`src/t16w_pkg.sv`:
```
// constants, register map and mode codes of the 16-bit timer waveform block
package t16w_pkg;
  localparam int ADDR_W = 8;
  localparam int DATA_W = 32;
  localparam int CNT_W = 16;
  // register byte addresses
  localparam logic [ADDR_W-1:0] ADDR_CTL_A = 8'h00;
  localparam logic [ADDR_W-1:0] ADDR_CTL_B = 8'h04;
  localparam logic [ADDR_W-1:0] ADDR_COUNT = 8'h08;
  localparam logic [ADDR_W-1:0] ADDR_CMP_A = 8'h0C;
  localparam logic [ADDR_W-1:0] ADDR_CMP_B = 8'h10;
  localparam logic [ADDR_W-1:0] ADDR_CAPT = 8'h14;
  localparam logic [ADDR_W-1:0] ADDR_FLAGS = 8'h18;
  localparam logic [ADDR_W-1:0] ADDR_PINS = 8'h1C;
  // timer_control_a fields
  localparam int COM_A_LSB = 6;
  localparam int COM_B_LSB = 4;
  localparam int FORCE_A_BIT = 3;
  localparam int FORCE_B_BIT = 2;
  localparam int WAVE_LOW_LSB = 0;
  // timer_control_b fields
  localparam int WAVE_HIGH_LSB = 3;
  // flag register fields (write one to clear)
  localparam int FLAG_OVF_BIT = 0;
  localparam int FLAG_MA_BIT = 1;
  localparam int FLAG_MB_BIT = 2;
  // pin control fields
  localparam int PIN_DIR_A_BIT = 0;
  localparam int PIN_DIR_B_BIT = 1;
  localparam int PIN_PORT_A_BIT = 2;
  localparam int PIN_PORT_B_BIT = 3;
  // wave modes
  localparam logic [3:0] MODE_NORMAL = 4'h0;
  localparam logic [3:0] MODE_PC_8 = 4'h1;
  localparam logic [3:0] MODE_PC_9 = 4'h2;
  localparam logic [3:0] MODE_PC_10 = 4'h3;
  localparam logic [3:0] MODE_CTC_CMP = 4'h4;
  localparam logic [3:0] MODE_FAST_8 = 4'h5;
  localparam logic [3:0] MODE_FAST_9 = 4'h6;
  localparam logic [3:0] MODE_FAST_10 = 4'h7;
  localparam logic [3:0] MODE_PFC_CAPT = 4'h8;
  localparam logic [3:0] MODE_PFC_CMP = 4'h9;
  localparam logic [3:0] MODE_PC_CAPT = 4'hA;
  localparam logic [3:0] MODE_PC_CMP = 4'hB;
  localparam logic [3:0] MODE_CTC_CAPT = 4'hC;
  localparam logic [3:0] MODE_FAST_CAPT = 4'hE;
  localparam logic [3:0] MODE_FAST_CMP = 4'hF;
  // counter limits
  localparam logic [CNT_W-1:0] TOP_8 = 16'h00FF;
  localparam logic [CNT_W-1:0] TOP_9 = 16'h01FF;
  localparam logic [CNT_W-1:0] TOP_10 = 16'h03FF;
  localparam logic [CNT_W-1:0] CNT_MAX = 16'hFFFF;
  localparam logic [CNT_W-1:0] CNT_BOTTOM = 16'h0000;
  localparam logic [CNT_W-1:0] CNT_ONE = 16'h0001;
  // compare output codes
  localparam logic [1:0] COM_OFF = 2'h0;
  localparam logic [1:0] COM_TOGGLE = 2'h1;
  localparam logic [1:0] COM_CLEAR = 2'h2;
  localparam logic [1:0] COM_SET = 2'h3;
  typedef enum logic [2:0] {
    KIND_PLAIN = 3'b001,
    KIND_FAST = 3'b010,
    KIND_DUAL = 3'b100
  } t16w_kind_t;
endpackage

```
`src/t16w_top.sv`:
```
// 16-bit timer waveform mode and compare output control with apb registers
// Operation
// - count only on timer tick, one clock
// - phase-frequency mode loads compares at bottom
// - nonzero output code routes wave to pin
// - pin driver enabled only by direction bit
// - non-pwm codes: off, toggle, clear, set
// - fast pwm: 10 non-inverting, 11 inverting
// - fast pwm code 01 toggles a in 15
// - fast pwm: compare equal top ignores match
// - dual slope: 10 clear up, set down
// - dual slope code 01 toggles a in 9 only
// - force bits act only in non-pwm modes
// - force bit is strobe forcing a match
// - force sets no flag, never clears counter
// - force bits always read as zero
// - mode field spans both control registers
// - normal and clear-on-match top and updates
// - phase correct tops, update top, overflow bottom
// - fast pwm tops, update bottom, overflow top
// - phase-frequency tops; mode 13 reserved
// - match flag sets on tick after equality
//
// Decided for this implementation: the APB register port and the address map.
`timescale 1ns/1ps
module t16w_top (
  // clock and reset
  input wire logic i_clock,
  input wire logic i_rst,
  // timer clock enable
  input wire logic i_count_tick,
  // apb slave
  input wire logic i_psel,
  input wire logic i_penable,
  input wire logic i_pwrite,
  input wire logic [t16w_pkg::ADDR_W-1:0] i_paddr,
  input wire logic [t16w_pkg::DATA_W-1:0] i_pwdata,
  output logic o_pready,
  output logic o_pslverr,
  output logic [t16w_pkg::DATA_W-1:0] o_prdata,
  // waveform pins
  output logic o_wave_out_a,
  output logic o_wave_out_a_oe_n,
  output logic o_wave_out_b,
  output logic o_wave_out_b_oe_n
);
  import t16w_pkg::*;

  // ==========================================================
  // mode decoding
  function automatic t16w_kind_t kind_of(input logic [3:0] m);
    unique case (m)
      MODE_PC_8, MODE_PC_9, MODE_PC_10, MODE_PFC_CAPT, MODE_PFC_CMP, MODE_PC_CAPT,
        MODE_PC_CMP: kind_of = KIND_DUAL;
      MODE_FAST_8, MODE_FAST_9, MODE_FAST_10, MODE_FAST_CAPT,
        MODE_FAST_CMP: kind_of = KIND_FAST;
      default: kind_of = KIND_PLAIN;
    endcase
  endfunction

  function automatic logic [CNT_W-1:0] top_of(input logic [3:0] m,
      input logic [CNT_W-1:0] cmp_a, input logic [CNT_W-1:0] capt);
    unique case (m)
      MODE_PC_8, MODE_FAST_8: top_of = TOP_8;
      MODE_PC_9, MODE_FAST_9: top_of = TOP_9;
      MODE_PC_10, MODE_FAST_10: top_of = TOP_10;
      MODE_CTC_CMP, MODE_PFC_CMP, MODE_PC_CMP, MODE_FAST_CMP: top_of = cmp_a;
      MODE_CTC_CAPT, MODE_PFC_CAPT, MODE_PC_CAPT, MODE_FAST_CAPT: top_of = capt;
      default: top_of = CNT_MAX;
    endcase
  endfunction

  // effective pin connection; code 01 in pwm kinds only for channel a in some modes
  function automatic logic connected(input logic [3:0] m, input logic [1:0] com,
      input logic is_a);
    if (com == COM_OFF) begin
      connected = 1'b0;
    end else if (com != COM_TOGGLE || kind_of(m) == KIND_PLAIN) begin
      connected = 1'b1;
    end else if (kind_of(m) == KIND_FAST) begin
      connected = is_a && m == MODE_FAST_CMP;
    end else begin
      connected = is_a && (m == MODE_PFC_CMP || m == MODE_FAST_CAPT);
    end
  endfunction

  // next waveform bit of one channel
  function automatic logic next_wave(input logic [3:0] m, input logic [1:0] com,
      input logic is_a, input logic cur, input logic match, input logic bottom,
      input logic down, input logic force_hit, input logic cmp_is_top);
    next_wave = cur;
    if (connected(m, com, is_a)) begin
      unique case (kind_of(m))
        KIND_PLAIN: begin
          if (match || force_hit) begin
            unique case (com)
              COM_TOGGLE: next_wave = ~cur;
              COM_CLEAR: next_wave = 1'b0;
              COM_SET: next_wave = 1'b1;
              default: next_wave = cur;
            endcase
          end
        end
        KIND_FAST: begin
          if (com == COM_TOGGLE) begin
            next_wave = match ? ~cur : cur;
          end else if (bottom) begin
            next_wave = (com == COM_CLEAR);
          end else if (match && !cmp_is_top) begin
            next_wave = (com == COM_SET);
          end
        end
        KIND_DUAL: begin
          if (com == COM_TOGGLE) begin
            next_wave = match ? ~cur : cur;
          end else if (match) begin
            next_wave = (com == COM_SET) ^ down;
          end
        end
      endcase
    end
  endfunction

  // ==========================================================
  // registers
  logic [1:0] com_a;
  logic [1:0] com_b;
  logic [3:0] wave_mode_field;
  logic [CNT_W-1:0] counter_value;
  logic count_down;
  logic [CNT_W-1:0] cmp_buf_a;
  logic [CNT_W-1:0] cmp_buf_b;
  logic [CNT_W-1:0] compare_value_a;
  logic [CNT_W-1:0] compare_value_b;
  logic [CNT_W-1:0] capture_value_reg;
  logic overflow_flag;
  logic match_flag_a;
  logic match_flag_b;
  logic dir_a;
  logic dir_b;
  logic port_a;
  logic port_b;
  logic wave_a;
  logic wave_b;

  // ==========================================================
  // apb decode
  logic setup_phase;
  logic wr_en;
  logic addr_ok;
  logic [DATA_W-1:0] next_rdata;
  logic wr_ctl_a;
  logic force_a;
  logic force_b;

  assign setup_phase = i_psel && !i_penable;
  assign wr_en = i_psel && i_penable && o_pready && i_pwrite;
  assign wr_ctl_a = wr_en && i_paddr == ADDR_CTL_A;

  always_comb begin
    addr_ok = 1'b1;
    next_rdata = '0;
    unique case (i_paddr)
      ADDR_CTL_A: next_rdata[7:0] = {com_a, com_b, 2'b00,
                                     wave_mode_field[1:0]};
      ADDR_CTL_B: next_rdata[WAVE_HIGH_LSB +: 2] = wave_mode_field[3:2];
      ADDR_COUNT: next_rdata[CNT_W-1:0] = counter_value;
      ADDR_CMP_A: next_rdata[CNT_W-1:0] = cmp_buf_a;
      ADDR_CMP_B: next_rdata[CNT_W-1:0] = cmp_buf_b;
      ADDR_CAPT: next_rdata[CNT_W-1:0] = capture_value_reg;
      ADDR_FLAGS: next_rdata[2:0] = {match_flag_b, match_flag_a, overflow_flag};
      ADDR_PINS: next_rdata[3:0] = {port_b, port_a, dir_b, dir_a};
      default: addr_ok = 1'b0;
    endcase
  end

  // zero wait state: pready rises in the access cycle of every transfer
  always_ff @(posedge i_clock) begin
    if (i_rst) begin
      o_pready <= 1'b0;
      o_pslverr <= 1'b0;
      o_prdata <= 32'h0000_0000;
    end else begin
      o_pready <= setup_phase;
      o_pslverr <= setup_phase && !addr_ok;
      o_prdata <= setup_phase && !i_pwrite ? next_rdata : 32'h0000_0000;
    end
  end

  // ==========================================================
  // control registers
  always_ff @(posedge i_clock) begin
    if (i_rst) begin
      com_a <= COM_OFF;
      com_b <= COM_OFF;
      wave_mode_field <= MODE_NORMAL;
    end else if (wr_ctl_a) begin
      com_a <= i_pwdata[COM_A_LSB +: 2];
      com_b <= i_pwdata[COM_B_LSB +: 2];
      wave_mode_field[1:0] <= i_pwdata[WAVE_LOW_LSB +: 2];
    end else if (wr_en && i_paddr == ADDR_CTL_B) begin
      wave_mode_field[3:2] <= i_pwdata[WAVE_HIGH_LSB +: 2];
    end
  end

  always_ff @(posedge i_clock) begin
    if (i_rst) begin
      dir_a <= 1'b0;
      dir_b <= 1'b0;
      port_a <= 1'b0;
      port_b <= 1'b0;
      capture_value_reg <= CNT_BOTTOM;
    end else if (wr_en && i_paddr == ADDR_PINS) begin
      dir_a <= i_pwdata[PIN_DIR_A_BIT];
      dir_b <= i_pwdata[PIN_DIR_B_BIT];
      port_a <= i_pwdata[PIN_PORT_A_BIT];
      port_b <= i_pwdata[PIN_PORT_B_BIT];
    end else if (wr_en && i_paddr == ADDR_CAPT) begin
      capture_value_reg <= i_pwdata[CNT_W-1:0];
    end
  end

  // ==========================================================
  // counter
  t16w_kind_t kind;
  logic [CNT_W-1:0] top;
  logic at_top;
  logic at_bottom;
  logic wrap_evt;
  logic bottom_evt;
  logic top_evt;
  logic load_evt;
  logic ovf_evt;
  logic match_a;
  logic match_b;

  assign kind = kind_of(wave_mode_field);
  assign top = top_of(wave_mode_field, compare_value_a, capture_value_reg);
  assign at_top = counter_value >= top;
  assign at_bottom = counter_value == CNT_BOTTOM;
  // fast pwm: the tick that leaves top starts the period at bottom
  assign wrap_evt = i_count_tick && kind == KIND_FAST && at_top;
  assign bottom_evt = i_count_tick && kind == KIND_DUAL && at_bottom && count_down;
  assign top_evt = i_count_tick && kind == KIND_DUAL && at_top && !count_down;
  assign load_evt = (kind == KIND_FAST && wrap_evt) ||
                    (wave_mode_field inside {MODE_PFC_CAPT, MODE_PFC_CMP} && bottom_evt) ||
                    (!(wave_mode_field inside {MODE_PFC_CAPT, MODE_PFC_CMP}) && top_evt);
  assign ovf_evt = i_count_tick && ((kind == KIND_PLAIN && counter_value == CNT_MAX) ||
                   wrap_evt || (kind == KIND_DUAL && at_bottom && count_down));
  assign match_a = i_count_tick && counter_value == compare_value_a;
  assign match_b = i_count_tick && counter_value == compare_value_b;
  // forced matches only outside pwm kinds; never touch counter or flags
  assign force_a = wr_ctl_a && i_pwdata[FORCE_A_BIT] && kind == KIND_PLAIN;
  assign force_b = wr_ctl_a && i_pwdata[FORCE_B_BIT] && kind == KIND_PLAIN;

  // timer tick is an enable, never a clock
  always_ff @(posedge i_clock) begin
    if (i_rst) begin
      counter_value <= CNT_BOTTOM;
      count_down <= 1'b0;
    end else if (wr_en && i_paddr == ADDR_COUNT) begin
      counter_value <= i_pwdata[CNT_W-1:0];
    end else if (i_count_tick) begin
      unique case (kind)
        KIND_PLAIN, KIND_FAST: begin
          counter_value <= at_top ? CNT_BOTTOM : counter_value + CNT_ONE;
          count_down <= 1'b0;
        end
        KIND_DUAL: begin
          if (!count_down && at_top) begin
            count_down <= 1'b1;
            counter_value <= counter_value - CNT_ONE;
          end else if (count_down && at_bottom) begin
            count_down <= 1'b0;
            counter_value <= counter_value + CNT_ONE;
          end else begin
            counter_value <= count_down ? counter_value - CNT_ONE : counter_value + CNT_ONE;
          end
        end
      endcase
    end
  end

  // ==========================================================
  // compare double buffer
  always_ff @(posedge i_clock) begin
    if (i_rst) begin
      cmp_buf_a <= CNT_BOTTOM;
      cmp_buf_b <= CNT_BOTTOM;
    end else if (wr_en && i_paddr == ADDR_CMP_A) begin
      cmp_buf_a <= i_pwdata[CNT_W-1:0];
    end else if (wr_en && i_paddr == ADDR_CMP_B) begin
      cmp_buf_b <= i_pwdata[CNT_W-1:0];
    end
  end

  // plain kinds update at once, pwm kinds at their load point
  always_ff @(posedge i_clock) begin
    if (i_rst) begin
      compare_value_a <= CNT_BOTTOM;
      compare_value_b <= CNT_BOTTOM;
    end else if (kind == KIND_PLAIN) begin
      compare_value_a <= cmp_buf_a;
      compare_value_b <= cmp_buf_b;
    end else if (load_evt) begin
      compare_value_a <= cmp_buf_a;
      compare_value_b <= cmp_buf_b;
    end
  end

  // ==========================================================
  // flags: a set in the clearing cycle wins
  always_ff @(posedge i_clock) begin
    if (i_rst) begin
      overflow_flag <= 1'b0;
      match_flag_a <= 1'b0;
      match_flag_b <= 1'b0;
    end else begin
      overflow_flag <= ovf_evt ||
        (overflow_flag && !(wr_en && i_paddr == ADDR_FLAGS && i_pwdata[FLAG_OVF_BIT]));
      match_flag_a <= match_a ||
        (match_flag_a && !(wr_en && i_paddr == ADDR_FLAGS && i_pwdata[FLAG_MA_BIT]));
      match_flag_b <= match_b ||
        (match_flag_b && !(wr_en && i_paddr == ADDR_FLAGS && i_pwdata[FLAG_MB_BIT]));
    end
  end

  // ==========================================================
  // waveform and pins
  always_ff @(posedge i_clock) begin
    if (i_rst) begin
      wave_a <= 1'b0;
      wave_b <= 1'b0;
    end else begin
      wave_a <= next_wave(wave_mode_field, com_a, 1'b1, wave_a, match_a, wrap_evt,
                          count_down, force_a, compare_value_a == top);
      wave_b <= next_wave(wave_mode_field, com_b, 1'b0, wave_b, match_b, wrap_evt,
                          count_down, force_b, compare_value_b == top);
    end
  end

  always_ff @(posedge i_clock) begin
    if (i_rst) begin
      o_wave_out_a <= 1'b0;
      o_wave_out_b <= 1'b0;
      o_wave_out_a_oe_n <= 1'b1;
      o_wave_out_b_oe_n <= 1'b1;
    end else begin
      o_wave_out_a <= connected(wave_mode_field, com_a, 1'b1) ? wave_a : port_a;
      o_wave_out_b <= connected(wave_mode_field, com_b, 1'b0) ? wave_b : port_b;
      o_wave_out_a_oe_n <= !dir_a;
      o_wave_out_b_oe_n <= !dir_b;
    end
  end
endmodule

```
`config.mk`:
```
export PLATFORM = sky130hd
export DESIGN_NAME = t16w_top
export DESIGN_NICKNAME = d
export VERILOG_FILES = /design/src/t16w_pkg.sv /design/src/t16w_top.sv
export SDC_FILE = /design/constraint.sdc
export NUM_CORES = 1
export LEC_CHECK = 0
export BUFFER_PORTS_ARGS = -buffer_cell sky130_fd_sc_hd__buf_2
export CAP_MARGIN = 20
export CORE_UTILIZATION = 55
export CTS_BUF_LIST = sky130_fd_sc_hd__clkbuf_8 sky130_fd_sc_hd__clkbuf_16
export CTS_CLUSTER_SIZE = 28
export DETAILED_ROUTE_END_ITERATION = 16
export PLACE_DENSITY_LB_ADDON = 0.05
export SKIP_CTS_REPAIR_TIMING = 1
export SYNTH_ARGS = -nofsm -noshare
export SYNTH_HDL_FRONTEND = slang
export SYNTH_SLANG_ARGS = --single-unit
export TNS_END_PERCENT = 50
```
`constraint.sdc`:
```
create_clock -name i_clock -period 3.3 [get_ports i_clock]
set_input_delay 0.99 -clock i_clock [delete_from_list [all_inputs] [get_ports i_clock]]
set_output_delay 0.99 -clock i_clock [all_outputs]
set_load 0.1 [all_outputs]
```
==> metrics.md <==
| Metric | Value |
|---|---|
| Total gr overflow | 0 |
| TritonRoute pass-1 iters | 7 |
| Die Wd | 130 um |
| I/O pin count | 84 |
| Arrival time worst endpoint | 3900 ps |
| Slew Limit Headroom | 0.468 |
| Cell Rows | 46 |
| Crit path kind | reg -> reg |
| Sum Neg Setup Slack | -8950 ps |
| # setup viols final | 49 |
| EDFF count, synth | 0 |
| Post-DP HPWL | 23.3 mm |
| Share of layout cells above drive strength 1 | 0.246 |
| Req. time, crit path | 3610 ps |
| RSZ-0062 raised after global routing | true |
| Worst hold slack | 421 ps |
| Aggregate global-route resource usage | 0.379 |
| WHS Path Cells | 1 |
| Fillers | 1345 |
| Avg Synthesized Cell Area | 7.84 sq um |
| Fmax | 279 MHz |
| Sequential area share after synthesis | 0.304 |
| Vias per cell | 6.21 |
| Crit-path max FO | 7 |
| #FFs+latches synth | 136 |
| Register area | 0.00274 sq mm |
| Initial core utilization | 0.563 |
| Finished Core Util | 0.700 |
| Crit. End Element | register |
| Reg-to-reg startpoint | wave_mode_field[1] |
| Pwr Total | 3850 uW |
| Vias | 9365 |
| DRC viols | 0 |
| Yosys Warn Count | 0 |
| DP Worst Slack | -430 ps |
| Final #Nets | 1351 |
| Max_cap viols | 0 |
| Peak supply drop | 0.000380 V |
| Failing checks | setup timing |
| CTS sink count | 136 |
| Worst hold path class | reg -> reg |
| Placer Congestion | 0.981 |
| Worst-Margin Slew | 798 ps |
| Synth Instances | 1142 |
| Outcome | finished, violations left |
| ANT cells | 0 |
| Routed wire length | 31.9 mm |
| RR Endpoint | wave_a |
| Hold endpoint | o_wave_out_a_oe_n |
| First-pass GRT wire length | 47.0 mm |
| Static Leak | 0.00479 uW |
| Area grow syn2layout | 24.2% |
| Vias in the first global route | 8320 |
| Max-slew violation count | 0 |
| Clock tree buffer depth | 2 |
| Average wire per standard cell | 21.2 um |
| Initial antenna violation count | 0 |
| Root buf cell | clkbuf_16 |
| Power Dens Cells | 347 mW/mm^2 |
| Clock transition at path regs | 60 ps |
| Post-Syn Area | 0.00895 sq mm |
| Top FF cell, synth | dfxtp_1 |
| Crit share post-route | 1.09 |
| Buffers on Ports | 51 |
| Fin crit period | 3580 ps |
| Layout Skew | 11.9 ps |
| Core area | 0.0159 sq mm |
| Multi-input combinational cell area | 0.00596 sq mm |
| Die height | 130 um |
| Initial detailed-routing violation count | 928 |
| Final hold vios | 0 |
| Min-delay src | dir_a |
| Minimum setup slack among reg-to-reg paths | -280 ps |
| Yosys cell types | 87 |
| Final ANT Viol Nets | 0 |
| Worst setup SP type | register |
| Worst-case reg-to-reg path depth | 15 |
| CTS tree | built |
| Fin worst setup slack | -283 ps |
| Cts bufs inserted | 17 |
| Largest net degree at the start of global routing | 77 |
| Max H-tree Level | 4 |
| Clk_lat worst skew | 440 ps |
| Ys async rst share | 0 |
| Die Area | 0.0168 sq mm |
-- layout by cell type (no fill, tap or decap), types with 26 or more instances in the layout --
cell type and n:
nand2_1 151, buf_4 140, dfxtp_1 132, nor2_1 103, a21oi_1 95, mux2i_1 65
buf_2 51, xor2_1 38, inv_1 35, nand2b_1 26
-- per-stage QoR --
stage,std cells,cell area [sq um]
2_1_floorplan,1157,9090
3_3_place_gp,1464,10200
3_5_place_dp,1464,10200
4_1_cts,1496,10800
5_1_grt,1508,11100
6_report,1508,11100
-- metal layers --
layer / vias up / GRT usage / share of wire
li1: 4355 / - / -
met2: 500 / 0.578 / 0.44
met4: 0 / 0.155 / 0.039
met5: - / 0 / 0
met3: 100 / 0.109 / 0.10
met1: 4410 / 0.501 / 0.42
-- worst max path at each step --
stage / slack (ps) / cells after the start / from / endpoint
2_1_floorplan: -3 / 14 / wave_mode_field[3] / counter_value[15]
3_3_place_gp: -320 / 13 / wave_mode_field[0] / counter_value[15]
3_5_place_dp: -430 / 14 / wave_mode_field[0] / counter_value[15]
4_1_cts: -420 / 14 / wave_mode_field[0] / counter_value[15]
5_1_grt: -420 / 16 / wave_mode_field[0] / counter_value[6]
6_report: -280 / 15 / wave_mode_field[1] / wave_a
-- power breakdown --
part | internal [uW] | total [uW] | switching (uW)
registers | 1650 | 1660 | 9.69
logic | 80.7 | 339 | 258
clock network | 1010 | 1860 | 849
total | 2740 | 3850 | 1120
-- final cells by class --
| type | count | area share |
|---|---|---|
| Clock buffer | 18 | 0.0395 |
| Inverter | 37 | 0.0125 |
| Sequential cell | 136 | 0.246 |
| Clock inverter | 14 | 0.0122 |
| Tap cell | 216 | 0.0243 |
| Multi-Input combinational cell | 886 | 0.536 |
| Timing Repair Buffer | 201 | 0.130 |
-- cells in the mapped netlist, drive strengths merged, types with 28 or more instances --
master,n,share of area
xor2,38,0.037
a21oi,101,0.057
nand2,154,0.065
o21ai,31,0.017
buf,50,0.034
nor2,109,0.047
clkbuf,49,0.021
dfxtp,136,0.30
mux2i,65,0.073
nor3,28,0.018
inv,37,0.016
-- critical path: stages, from the launching register on --
cell and delay, ps:
dfxtp_4 380, or4b_4 560, buf_6 160, buf_6 110, nor2_4 90, a21o_1 120
ha_2 200, o21ai_2 80, a2111oi_4 400, o41ai_4 170, a31oi_2 370, buf_4 190
mux2i_1 200, nor3_1 60, a211oi_1 270, a211oi_1 130
-- kinds of logic after synthesis --
logic type / Yosys count / share of synthesized area
xor+xnor: 48 / 0.0470
other cells: 1 / 0.000419
buf+inv: 136 / 0.0698
fa+ha+maj: 26 / 0.0363
compound gates: 283 / 0.212
simple gates: 435 / 0.240
flops: 136 / 0.304
mux: 77 / 0.0903
No activity file was read; power rests on OpenSTA's default activity.
